## src/design/instr_timing_pkg.sv

```systemverilog
// Package for the instruction length and timing decoder.
// Assumes a single 50 MHz clock domain and 8-bit opcodes.
package instr_timing_pkg;

    // ------------------------------------------------------------
    // Widths and reset values
    // ------------------------------------------------------------
    localparam int unsigned OPC_W      = 8;
    localparam int unsigned LEN_W      = 2;
    localparam int unsigned CYC_W      = 2;
    localparam logic [LEN_W-1:0] LEN_RST = 2'h0;
    localparam logic [CYC_W-1:0] CYC_RST = 2'h0;

    // ------------------------------------------------------------
    // Instruction classes
    // ------------------------------------------------------------
    typedef enum logic [4:0] {
        CL_UNKNOWN,
        CL_ORL_DIR_IMM,
        CL_XRL_A_RN,
        CL_XRL_A_DIR,
        CL_XRL_A_IND,
        CL_XRL_A_IMM,
        CL_XRL_DIR_A,
        CL_XRL_DIR_IMM,
        CL_RLC_A,
        CL_RRC_A,
        CL_MOV_A_IND,
        CL_MOV_RN_DIR,
        CL_MOV_RN_IMM,
        CL_MOV_DIR_DIR,
        CL_MOV_DIR_IND,
        CL_MOV_IND_DIR,
        CL_MOV_PTR_IMM,
        CL_CODE_PTR,
        CL_CODE_PC,
        CL_XRD_IND,
        CL_XWR_PTR,
        CL_PUSH_DIR,
        CL_XCHD_IND
    } instr_class_t;

    // ------------------------------------------------------------
    // Opcode encodings of the standard 8-bit instruction set
    // ------------------------------------------------------------
    localparam logic [7:0] OP_ORL_DIR_IMM = 8'h43;
    localparam logic [7:0] OP_XRL_A_RN    = 8'h68;
    localparam logic [7:0] OP_XRL_A_DIR   = 8'h65;
    localparam logic [7:0] OP_XRL_A_IND   = 8'h66;
    localparam logic [7:0] OP_XRL_A_IMM   = 8'h64;
    localparam logic [7:0] OP_XRL_DIR_A   = 8'h62;
    localparam logic [7:0] OP_XRL_DIR_IMM = 8'h63;
    localparam logic [7:0] OP_RLC_A       = 8'h33;
    localparam logic [7:0] OP_RRC_A       = 8'h13;
    localparam logic [7:0] OP_MOV_A_IND   = 8'hE6;
    localparam logic [7:0] OP_MOV_RN_DIR  = 8'hA8;
    localparam logic [7:0] OP_MOV_RN_IMM  = 8'h78;
    localparam logic [7:0] OP_MOV_DIR_DIR = 8'h85;
    localparam logic [7:0] OP_MOV_DIR_IND = 8'h86;
    localparam logic [7:0] OP_MOV_IND_DIR = 8'hA6;
    localparam logic [7:0] OP_MOV_PTR_IMM = 8'h90;
    localparam logic [7:0] OP_CODE_PTR    = 8'h93;
    localparam logic [7:0] OP_CODE_PC     = 8'h83;
    localparam logic [7:0] OP_XRD_IND     = 8'hE2;
    localparam logic [7:0] OP_XWR_PTR     = 8'hF0;
    localparam logic [7:0] OP_PUSH_DIR    = 8'hC0;
    localparam logic [7:0] OP_XCHD_IND    = 8'hD6;

    // Masks clear the register field (Rn: 3 bits, Ri: 1 bit).
    localparam logic [7:0] MASK_RN = 8'hF8;
    localparam logic [7:0] MASK_RI = 8'hFE;
    localparam logic [7:0] MASK_ALL = 8'hFF;

    // ------------------------------------------------------------
    // Byte counts and cycle counts
    // ------------------------------------------------------------
    localparam logic [LEN_W-1:0] LEN_1 = 2'h1;
    localparam logic [LEN_W-1:0] LEN_2 = 2'h2;
    localparam logic [LEN_W-1:0] LEN_3 = 2'h3;
    localparam logic [CYC_W-1:0] CYC_1 = 2'h1;
    localparam logic [CYC_W-1:0] CYC_2 = 2'h2;
    localparam logic [CYC_W-1:0] CYC_3 = 2'h3;

endpackage

```

## src/design/instr_class_dec.sv

```systemverilog
// Opcode classifier: maps one opcode byte to an instruction class.
// Assumes the opcode is stable while it is being decoded.
`timescale 1ns/1ps
`default_nettype none
module instr_class_dec (
    // Opcode in
    input  wire logic [7:0]                   opcode,
    // Class out
    output var instr_timing_pkg::instr_class_t   cls
);
    import instr_timing_pkg::*;

    function automatic logic hit(input logic [7:0] op, input logic [7:0] code,
                                 input logic [7:0] mask);
        hit = ((op & mask) == code);
    endfunction

    wire logic h_rn_xrl  = hit(opcode, OP_XRL_A_RN, MASK_RN);
    wire logic h_rn_mdir = hit(opcode, OP_MOV_RN_DIR, MASK_RN);
    wire logic h_rn_mimm = hit(opcode, OP_MOV_RN_IMM, MASK_RN);

    always_comb begin
        cls = CL_UNKNOWN;
        if (hit(opcode, OP_ORL_DIR_IMM, MASK_ALL))      cls = CL_ORL_DIR_IMM;
        else if (h_rn_xrl)                              cls = CL_XRL_A_RN;
        else if (hit(opcode, OP_XRL_A_DIR, MASK_ALL))   cls = CL_XRL_A_DIR;
        else if (hit(opcode, OP_XRL_A_IND, MASK_RI))    cls = CL_XRL_A_IND;
        else if (hit(opcode, OP_XRL_A_IMM, MASK_ALL))   cls = CL_XRL_A_IMM;
        else if (hit(opcode, OP_XRL_DIR_A, MASK_ALL))   cls = CL_XRL_DIR_A;
        else if (hit(opcode, OP_XRL_DIR_IMM, MASK_ALL)) cls = CL_XRL_DIR_IMM;
        else if (hit(opcode, OP_RLC_A, MASK_ALL))       cls = CL_RLC_A;
        else if (hit(opcode, OP_RRC_A, MASK_ALL))       cls = CL_RRC_A;
        else if (hit(opcode, OP_MOV_A_IND, MASK_RI))    cls = CL_MOV_A_IND;
        else if (h_rn_mdir)                             cls = CL_MOV_RN_DIR;
        else if (h_rn_mimm)                             cls = CL_MOV_RN_IMM;
        else if (hit(opcode, OP_MOV_DIR_DIR, MASK_ALL)) cls = CL_MOV_DIR_DIR;
        else if (hit(opcode, OP_MOV_DIR_IND, MASK_RI))  cls = CL_MOV_DIR_IND;
        else if (hit(opcode, OP_MOV_IND_DIR, MASK_RI))  cls = CL_MOV_IND_DIR;
        else if (hit(opcode, OP_MOV_PTR_IMM, MASK_ALL)) cls = CL_MOV_PTR_IMM;
        else if (hit(opcode, OP_CODE_PTR, MASK_ALL))    cls = CL_CODE_PTR;
        else if (hit(opcode, OP_CODE_PC, MASK_ALL))     cls = CL_CODE_PC;
        else if (hit(opcode, OP_XRD_IND, MASK_RI))      cls = CL_XRD_IND;
        else if (hit(opcode, OP_XWR_PTR, MASK_ALL))     cls = CL_XWR_PTR;
        else if (hit(opcode, OP_PUSH_DIR, MASK_ALL))    cls = CL_PUSH_DIR;
        else if (hit(opcode, OP_XCHD_IND, MASK_RI))     cls = CL_XCHD_IND;
    end
endmodule
`default_nettype wire

```

## src/design/instr_cost_rom.sv

```systemverilog
// Cost table: bytes and clock cycles for each instruction class.
// Assumes a class from the opcode classifier.
`timescale 1ns/1ps
`default_nettype none
module instr_cost_rom (
    // Class in
    input  wire instr_timing_pkg::instr_class_t cls,
    // Costs out
    output logic [1:0]                          len,
    output logic [1:0]                          cyc,
    output logic                                known
);
    import instr_timing_pkg::*;

    always_comb begin
        len   = LEN_1;
        cyc   = CYC_1;
        known = 1'b1;
        case (cls)
            CL_ORL_DIR_IMM: begin len = LEN_3; cyc = CYC_3; end // RL1
            CL_XRL_A_RN:    begin len = LEN_1; cyc = CYC_1; end // RL2
            CL_XRL_A_DIR:   begin len = LEN_2; cyc = CYC_2; end // RL3
            CL_XRL_A_IND:   begin len = LEN_1; cyc = CYC_2; end // RL4
            CL_XRL_A_IMM:   begin len = LEN_2; cyc = CYC_2; end // RL5
            CL_XRL_DIR_A:   begin len = LEN_2; cyc = CYC_2; end // RL6
            CL_XRL_DIR_IMM: begin len = LEN_3; cyc = CYC_3; end // RL7
            CL_RLC_A:       begin len = LEN_1; cyc = CYC_1; end // RL8
            CL_RRC_A:       begin len = LEN_1; cyc = CYC_1; end // RL9
            CL_MOV_A_IND:   begin len = LEN_1; cyc = CYC_2; end // RL10
            CL_MOV_RN_DIR:  begin len = LEN_2; cyc = CYC_2; end // RL11
            CL_MOV_RN_IMM:  begin len = LEN_2; cyc = CYC_2; end // RL12
            CL_MOV_DIR_DIR: begin len = LEN_3; cyc = CYC_3; end // RL13
            CL_MOV_DIR_IND: begin len = LEN_2; cyc = CYC_2; end // RL14
            CL_MOV_IND_DIR: begin len = LEN_2; cyc = CYC_2; end // RL15
            CL_MOV_PTR_IMM: begin len = LEN_3; cyc = CYC_3; end // RL16
            CL_CODE_PTR:    begin len = LEN_1; cyc = CYC_3; end // RL17
            CL_CODE_PC:     begin len = LEN_1; cyc = CYC_3; end // RL18
            CL_XRD_IND:     begin len = LEN_1; cyc = CYC_3; end // RL19
            CL_XWR_PTR:     begin len = LEN_1; cyc = CYC_3; end // RL20
            CL_PUSH_DIR:    begin len = LEN_2; cyc = CYC_2; end // RL21
            CL_XCHD_IND:    begin len = LEN_1; cyc = CYC_2; end // RL22
            default: begin
                // Unknown opcodes are treated as one-byte, one-cycle no-ops.
                len   = LEN_1;
                cyc   = CYC_1;
                known = 1'b0;
            end
        endcase
    end
endmodule
`default_nettype wire

```

## src/design/instr_timer.sv

```systemverilog
// Instruction length and timing sequencer for an 8-bit core.
// Assumes the fetch unit presents an opcode with a valid strobe and
// holds it on the lines, even while fetch_ready is low, until an edge with fetch_ready high takes it.
//
// Notes on behaviour
// (RL1) OR immediate into direct byte: three bytes, three cycles.
// (RL2) XOR register into accumulator: one byte, one cycle.
// (RL3) XOR direct byte into accumulator: two bytes, two cycles.
// (RL4) XOR indirect RAM into accumulator: one byte, two cycles.
// (RL5) XOR immediate into accumulator: two bytes, two cycles.
// (RL6) XOR accumulator into direct byte: two bytes, two cycles.
// (RL7) XOR immediate into direct byte: three bytes, three cycles.
// (RL8) Rotate accumulator left through carry: one byte, one cycle.
// (RL9) Rotate accumulator right through carry: one byte, one cycle.
// (RL10) Load accumulator from indirect RAM: one byte, two cycles.
// (RL11) Copy direct byte to register: two bytes, two cycles.
// (RL12) Load register with immediate: two bytes, two cycles.
// (RL13) Copy direct byte to direct byte: three bytes, three cycles.
// (RL14) Copy indirect RAM to direct byte: two bytes, two cycles.
// (RL15) Copy direct byte to indirect RAM: two bytes, two cycles.
// (RL16) Load data pointer with 16-bit immediate: three bytes, three cycles.
// (RL17) Code read at accumulator plus data pointer: one byte, three cycles.
// (RL18) Code read at accumulator plus program counter: one byte, three cycles.
// (RL19) External read with 8-bit indirect address: one byte, three cycles.
// (RL20) External write at data pointer address: one byte, three cycles.
// (RL21) Push direct byte: two bytes, two cycles.
// (RL22) Exchange low nibble of indirect RAM with accumulator: one byte, two cycles.
// (RL23) Next fetch waits until the current instruction used all its cycles.
`timescale 1ns/1ps
`default_nettype none
module instr_timer (
    // Clock and reset
    input  wire logic                           clk,
    input  wire logic                           srst,
    // Opcode from fetch
    input  wire logic                           opcode_valid,
    input  wire logic [7:0]                     opcode,
    // Handshake back to fetch
    output logic                                fetch_ready,
    // Decoded instruction
    output instr_timing_pkg::instr_class_t      instr_class,
    output logic [1:0]                          instr_len,
    output logic [1:0]                          instr_cyc,
    output logic                                instr_known,
    // Execution progress
    output logic                                busy,
    output logic [1:0]                          cyc_index,
    output logic                                instr_done
);
    import instr_timing_pkg::*;

    // ------------------------------------------------------------
    // Decode
    // ------------------------------------------------------------
    typedef enum logic {
        ST_IDLE,
        ST_EXEC
    } seq_state_t;

    instr_class_t cls_dec;
    logic [1:0]   len_dec;
    logic [1:0]   cyc_dec;
    logic         known_dec;

    instr_class_dec u_class (
        .opcode (opcode),
        .cls    (cls_dec)
    );

    instr_cost_rom u_cost (
        .cls    (cls_dec),
        .len    (len_dec),
        .cyc    (cyc_dec),
        .known  (known_dec)
    );

    // ------------------------------------------------------------
    // Sequencer
    // ------------------------------------------------------------
    seq_state_t   state_r;
    seq_state_t   state_nxt;
    logic [1:0]   left_r;
    logic [1:0]   left_nxt;
    logic [1:0]   idx_r;
    logic [1:0]   idx_nxt;
    instr_class_t cls_r;
    logic [1:0]   len_r;
    logic [1:0]   cyc_r;
    logic         known_r;
    logic         ready_r;
    logic         done_r;

    wire logic accept   = (state_r == ST_IDLE) && opcode_valid;
    wire logic last_cyc = (state_r == ST_EXEC) && (left_r == CYC_1);
    // A one-cycle instruction finishes in the cycle it is accepted.
    wire logic one_shot = accept && (cyc_dec == CYC_1);
    wire logic finish   = last_cyc || one_shot;

    always_comb begin
        state_nxt = state_r;
        left_nxt  = left_r;
        idx_nxt   = idx_r;
        case (state_r)
            ST_IDLE: begin
                if (accept && !one_shot) begin
                    state_nxt = ST_EXEC;
                    left_nxt  = 2'(cyc_dec - CYC_1);
                    idx_nxt   = CYC_1;
                end
            end
            ST_EXEC: begin
                if (last_cyc) begin
                    state_nxt = ST_IDLE; // RL23
                    left_nxt  = CYC_RST;
                    idx_nxt   = CYC_RST;
                end else begin
                    left_nxt  = 2'(left_r - CYC_1);
                    idx_nxt   = 2'(idx_r + CYC_1);
                end
            end
            default: begin
                state_nxt = ST_IDLE;
                left_nxt  = CYC_RST;
                idx_nxt   = CYC_RST;
            end
        endcase
    end

    // Ready is registered, so it drops the cycle after a multi-cycle accept (a one-cycle one leaves it high) and
    // rises again only once the final cycle of the instruction is over.
    wire logic ready_nxt = (state_nxt == ST_IDLE); // RL23

    always_ff @(posedge clk) begin
        if (srst) begin
            state_r <= ST_IDLE;
            left_r  <= CYC_RST;
            idx_r   <= CYC_RST;
            ready_r <= 1'b1;
            done_r  <= 1'b0;
        end else begin
            state_r <= state_nxt;
            left_r  <= left_nxt;
            idx_r   <= idx_nxt;
            ready_r <= ready_nxt;
            done_r  <= finish;
        end
    end

    always_ff @(posedge clk) begin
        if (srst) begin
            cls_r   <= CL_UNKNOWN;
            len_r   <= LEN_RST;
            cyc_r   <= CYC_RST;
            known_r <= 1'b0;
        end else if (accept) begin
            cls_r   <= cls_dec;
            len_r   <= len_dec;
            cyc_r   <= cyc_dec;
            known_r <= known_dec;
        end
    end

    // ------------------------------------------------------------
    // Outputs
    // ------------------------------------------------------------
    logic busy_r;
    always_ff @(posedge clk) begin
        if (srst) begin
            busy_r <= 1'b0;
        end else begin
            busy_r <= (state_nxt == ST_EXEC);
        end
    end

    assign fetch_ready = ready_r;
    assign instr_class = cls_r;
    assign instr_len   = len_r;
    assign instr_cyc   = cyc_r;
    assign instr_known = known_r;
    assign busy        = busy_r;
    assign cyc_index   = idx_r;
    assign instr_done  = done_r;
endmodule
`default_nettype wire

```

## config.mk

```make
export PLATFORM = sky130hd
export DESIGN_NAME = instr_timer
export DESIGN_NICKNAME = d
export VERILOG_FILES = /design/src/design/instr_timing_pkg.sv /design/src/design/instr_class_dec.sv /design/src/design/instr_cost_rom.sv /design/src/design/instr_timer.sv
export SDC_FILE = /design/constraint.sdc
export NUM_CORES = 1
export LEC_CHECK = 0
export BUFFER_PORTS_ARGS = -buffer_cell sky130_fd_sc_hd__buf_2
export CAP_MARGIN = 40
export CORE_ASPECT_RATIO = 0.9
export CORE_MARGIN = 10
export CORE_UTILIZATION = 45
export DETAILED_ROUTE_END_ITERATION = 12
export PLACE_DENSITY = 0.67
export SYNTH_ARGS = -nofsm -noshare
export SYNTH_HDL_FRONTEND = slang
export SYNTH_SLANG_ARGS = --single-unit
```

## constraint.sdc

```tcl
create_clock -name clk -period 2.5 [get_ports clk]
set_input_delay 0.375 -clock clk [delete_from_list [all_inputs] [get_ports clk]]
set_output_delay 0.375 -clock clk [all_outputs]
set_load 0.005 [all_outputs]
```

# After elaboration in Yosys (flattened, before gate mapping)
# Cells that the tools add are included.
# totals
regBits	17
input_bits	11
output_inout_bits	15
elab_cells	106
# classes
addsub	3
eq_ne	47
n_mux	34
n_bitwise	2
reduce_logical	11
# ops
cell	count
5-bit 2-to-1 mux	22
5-bit by 4-bit equality test with 1-bit output (second input constant)	10
8-bit equality test (second input constant)	6
5-bit equality test (second input constant)	8
8-bit by 7-bit equality test with 1-bit output (second input constant)	5
7-bit equality test (second input constant)	5
22-bit OR reduction	1
5-bit by 3-bit equality test with 1-bit output (second input constant)	4
2-bit case mux with 2 select lines	4
8-bit OR reduction	2
11-bit OR reduction	1
5-bit by 2-bit equality test with 1-bit output (second input constant)	2
8-bit by 5-bit equality test with 1-bit output (second input constant)	1
8-bit by 6-bit equality test with 1-bit output (second input constant)	1
2-bit 2-to-1 mux	4
7-bit by 6-bit equality test with 1-bit output (second input constant)	1
5-bit by 1-bit equality test with 1-bit output (second input constant)	1
2-bit by 1-bit equality test with 1-bit output (second input constant)	2
1-bit logical AND	4
4-bit OR reduction	1
2-bit by 1-bit subtractor with 2-bit output (second input constant)	2
1-bit 2-to-1 mux	3
2-bit by 1-bit adder with 2-bit output (second input constant)	1
2-bit by 1-bit != test with 1-bit output (second input constant)	1
4 further kinds	5

# Longest topological paths before layout
# depth
ltp_word	33
ltp_mapped	10
mapped_depth_nobuf	8

# By module
# Synthesis repeated with hierarchy kept, for this count alone.
# hier_totals
hier_cells	172
area_unflattened_um2	1325.0
# modules_own_cells
module	instances	cells_per_inst	area_each_um2	seq_area_each_um2
instr_timer	1	80	714.4	340.3
instr_class_dec	1	61	359.1	0.0
instr_cost_rom	1	31	251.5	0.0

# Worst setup path before layout
# Ideal clock, no wire load.
# synth_path
path_type	input to register
from	input opcode[0]
to	register busy_r, in the netlist busy
arrival_ns	2.199
t_required_ns	2.385
setup_slack_ns	0.186
cell_stages	9
n_path_buf	1
path_cell_list	buf_4 or3b_1 a2111o_1 o311a_1 and2_4 nand3_2 nand4_4 or2_4 o21a_1
# synth_between
elab_chain_len	31
# synth_lines
element	line_no	source
from (decl)	instr_timer.sv:37	input wire logic [7:0] opcode,
8-bit equality test	instr_class_dec.sv:15	hit = ((op & mask) == code);
5-bit 2-to-1 mux	instr_class_dec.sv:44	else if (hit(opcode, OP_PUSH_DIR, MASK_ALL)) cls = CL_PUSH_DIR;
5-bit 2-to-1 mux	instr_class_dec.sv:43	else if (hit(opcode, OP_XWR_PTR, MASK_ALL)) cls = CL_XWR_PTR;
5-bit 2-to-1 mux	instr_class_dec.sv:42	else if (hit(opcode, OP_XRD_IND, MASK_RI)) cls = CL_XRD_IND;
5-bit 2-to-1 mux	instr_class_dec.sv:41	else if (hit(opcode, OP_CODE_PC, MASK_ALL)) cls = CL_CODE_PC;
5-bit 2-to-1 mux	instr_class_dec.sv:40	else if (hit(opcode, OP_CODE_PTR, MASK_ALL)) cls = CL_CODE_PTR;
5-bit 2-to-1 mux	instr_class_dec.sv:39	else if (hit(opcode, OP_MOV_PTR_IMM, MASK_ALL)) cls = CL_MOV_PTR_IMM;
5-bit 2-to-1 mux	instr_class_dec.sv:38	else if (hit(opcode, OP_MOV_IND_DIR, MASK_RI)) cls = CL_MOV_IND_DIR;
[15 not listed]	n/a	
11-bit OR reduction (no source line) or 8-bit OR reduction (tied branches)	n/a	
2-bit case mux with 2 select lines (*)	instr_cost_rom.sv:19	case (cls)
2-bit by 1-bit equality test with 1-bit output (*)	instr_timer.sv:96	wire logic one_shot = accept && (cyc_dec == CYC_1);
1-bit logical AND (*)	instr_timer.sv:96	
1-bit zero test (*)	instr_timer.sv:105	if (accept && !one_shot) begin
1-bit logical AND (*)	instr_timer.sv:105	
1-bit 2-to-1 mux (*)	instr_timer.sv:105	
1-bit case mux with 2 select lines (*)	instr_timer.sv:103	case (state_r)
to (signal assigned)	instr_timer.sv:171	busy_r <= (state_nxt == ST_EXEC);
to (decl)	instr_timer.sv:166	logic busy_r;
# Every way passes the cells marked *; elsewhere a longest branch is shown, timed or not.
# A chain may end at the register's enable or synchronous reset.

# Final worst setup path
# layout_path
from	input opcode[2]
to	register idx_r[1], in the netlist cyc_index[1]
# layout_between
elab_chain_len	31
# layout_lines
element	line_no	source
7-bit equality test	instr_class_dec.sv:15	
5-bit 2-to-1 mux	instr_class_dec.sv:45	else if (hit(opcode, OP_XCHD_IND, MASK_RI)) cls = CL_XCHD_IND;
5-bit 2-to-1 mux	instr_class_dec.sv:44	
5-bit 2-to-1 mux	instr_class_dec.sv:43	
5-bit 2-to-1 mux	instr_class_dec.sv:42	
5-bit 2-to-1 mux	instr_class_dec.sv:41	
5-bit 2-to-1 mux	instr_class_dec.sv:40	
5-bit 2-to-1 mux	instr_class_dec.sv:39	
[15 not listed]	n/a	
5-bit by 2-bit equality test with 1-bit output, or another cell as far along	instr_cost_rom.sv:19	
11-bit OR reduction (no source line) or 8-bit OR reduction (tied branches)	n/a	
2-bit case mux with 2 select lines (*)	instr_cost_rom.sv:19	
2-bit by 1-bit equality test with 1-bit output (*)	instr_timer.sv:96	
1-bit logical AND (*)	instr_timer.sv:96	
1-bit zero test (*)	instr_timer.sv:105	
1-bit logical AND (*)	instr_timer.sv:105	
2-bit by 1-bit != test with 1-bit output (no source line) (*)	n/a	
to (signal assigned)	instr_timer.sv:143	idx_r <= idx_nxt;
to (decl)	instr_timer.sv:84	logic [1:0] idx_r;
# Marked as above.

==> impl_metrics.yaml <==
timing:
  setup_viol: 0
  worst_pin_slew_ns: 0.665
  maxSlewHeadroom_pct: 55.5
  skew_ns: 0.00223
  fmaxAchievable_mhz: 437
  period_share_pct: 91.6
  whs_ns: 0.403
  setup_slack_ns: 0.211
  report.final.slew_viol_count: 0
  finalHoldViolations: 0
  timing.final.crit_period_ns: 2.29
  grt_setup_unrepaired: "no"
placed_design:
  io_buffer_count: 25
  place_hpwl_um: 3220
  place_area_um2: 1630
  pre_cts_slack_ns: -0.0774
  gp_congestion: 1.02
synth:
  async_flop_share_pct: 0
  synthFlopType: "dfxtp_1"
  netlist_top_cells_count: "25 x nor2_1, 17 x dfxtp_1, 15 x nand2_1, 10 x nor3_1"
  yosysMostFrequentCell: "nor2_1"
  ys_types: 56
  syn_area_um2: 1370
  ys_ff_latch: 17
  yosys_warnings: 0
  syn_inst: 186
  syn_nets: 198
  avgSynthCellArea_um2: 7.37
  synth_edf_count: 0
  netlist.area_leader.share_pct: 24.8
  ys_seq_area_share_pct: 24.8
  yosys-top-cells-area: "dfxtp_1 25%, nor2_1 6.8%, nand2_1 4.1%"
  synth_top_cell_by_area: "dfxtp_1"
clocking:
  clock-sinks: 17
  h-tree-depth: 1
  cts_buffers: 3
  cts_root_buf: "clkbuf_4"
  cts_buffer_depth: 2
  cts_tree: "yes"
  postCtsResizedCells: 0
  hold_buffers: 0
  insertion_delay_ns: 0.29
  clk_pin_slew_ns: 0.10
  post-cts-setup-buffers: 0
floorplan:
  fp.dieW_um: 78.2
  io_pins: 26
  die-area_um2: 5660
  die_y_um: 72.4
  initial_utilization_pct: 48.3
  core-area_um2: 2840
  fp-row-count: 18
drt:
  num_vias: 1588
  routed_wl_um: 4090
  drc_errors: 0
  dr.first_iter.drc_count: 242
  drt-pass1-iter-count: 5
  drt-vias-per-instance: 6.06
  wire_per_inst_um: 15.6
  drtAntennaViolNets: 0
power:
  clkPwrFrac_pct: 23.0
  p_sw_share_pct: 32.8
  leakage_nw: 0.708
  power.ir.vdd_worst_uv: 313
  p_total_mw: 0.660
  p_comb_share_pct: 30.9
  p_switching_mw: 0.216
  power.density_nw_per_um2: 398
  p_int_mw: 0.444
  seqPwrFrac_pct: 46.1
layout:
  antenna_cells: 0
  nets: 235
  area_delta_synth_final_pct: 20.7
  drive_gt1_share_pct: 26.6
  utilization_pct: 58.3
  final_area_um2: 1660
  nFillCells: 276
global_route:
  grt_pass1_wl_um: 6840
  grt_antenna_before_repair: 0
  overflow: 0
  grt_pass1_vias: 1415
  grt_max_degree: 18
  grt_usage_pct: 14.4
critical_path:
  critPathLaunchType: "input pin"
  required_ns: 2.72
  endpoint_kind: "register"
  r2r_slack_ns: 0.86
  critPathMaxFanout: 12
  critPathKind: "in -> reg"
  worstPathArrival_ns: 2.51
status:
  status: "finished, final reports clean"
min_path:
  hold_class: "in -> reg"
flow_run:
  timing.max_cap.violations: 0
## metal layers
| metal | global-route usage (%) | share of wire [%] | up-vias | routed length (um) |
|---|---|---|---|---|
| met1 | 19.8 | 47 | 730 | 1910 |
| met4 | 2.39 | 0.90 | 0 | 37 |
| met3 | 5.42 | 12 | 6 | 489 |
| met5 | 0 | 0 | - | 0 |
| li1 | - | - | 759 | - |
| met2 | 20.9 | 40 | 93 | 1650 |
## worst paths after layout
kind | start | to | cells past startpoint
worst max register to register | busy$_SDFF_PP0_ | fetch_ready$_SDFF_PP1_ | 5
worst min-delay path | opcode_valid | left_r[1]$_SDFFE_PP0P_ | 3
worst max-delay path | opcode[2] | cyc_index[1]$_SDFFE_PP0P_ | 9
worst min register to register | instr_class[3]$_SDFFE_PP0P_ | instr_class[3]$_SDFFE_PP0P_ | 2
## per-stage QoR
stage               TNS, ns  std cells
floorplan                 0        186
global placement    -0.0269        258
detailed placement   -0.143        258
CTS                       0        262
global route              0        262
finish                    0        262
## layout make-up
class / count / area, um^2 / share of cell area [%]
Sequential cell: 17 / 340 / 20.6
Timing Repair Buffer: 44 / 268 / 16.2
Inverter: 7 / 26.3 / 1.59
Multi-Input combinational cell: 150 / 945 / 57.1
Tap cell: 40 / 50.0 / 3.02
Clock buffer: 4 / 26.3 / 1.59
## cell usage in the layout, fill, tap and decap left out, types with 4 or more instances in the layout
master     n
nor2_1    25
buf_2     25
buf_4     19
dfxtp_1   17
nand2_1   15
nor3_1    10
nand3_1    8
a21oi_1    8
nor2b_1    7
inv_1      6
nand2b_1   6
o21ai_0    6
a211oi_1   5
a22oi_1    4
nor3b_1    4
## cell families (layout without fill, tap and decap cells)
group | after synthesis | in the layout | share of synthesized area [%]
AO/OA/AOI/OAI | 52 | 52 | 28.3
adder cells (fa/ha/maj) | 1 | 1 | 0.912
buffers and inverters | 19 | 55 | 6.29
flip-flops | 17 | 17 | 24.8
multiplexers | 2 | 2 | 1.46
AND/OR/NAND/NOR | 95 | 95 | 38.2
## sequential cells by signal, indices dropped and copies added, names as in the netlist
name	count
busy	1
cyc_index	2
fetch_ready	1
instr_class	5
instr_cyc	2
instr_done	1
instr_known	1
instr_len	2
left_r	2
## worst max-delay path: stages
cell and delay, ns:
buf_2 0.21, and3b_1 0.20, o211a_1 0.23, a211oi_2 0.37
a22oi_1 0.15, a31oi_2 0.29, nand4_4 0.16, or2_4 0.29
a211oi_2 0.22
## power by group through the flow
stage	registers (mW)	clock network (mW)	logic, mW
floorplan	0.312	0	0.124
global placement	0.309	0	0.197
detailed placement	0.310	0	0.200
CTS	0.304	0.158	0.201
global route	0.308	0.169	0.226
finish	0.304	0.152	0.204
No activity file was read; power rests on OpenSTA's default activity.
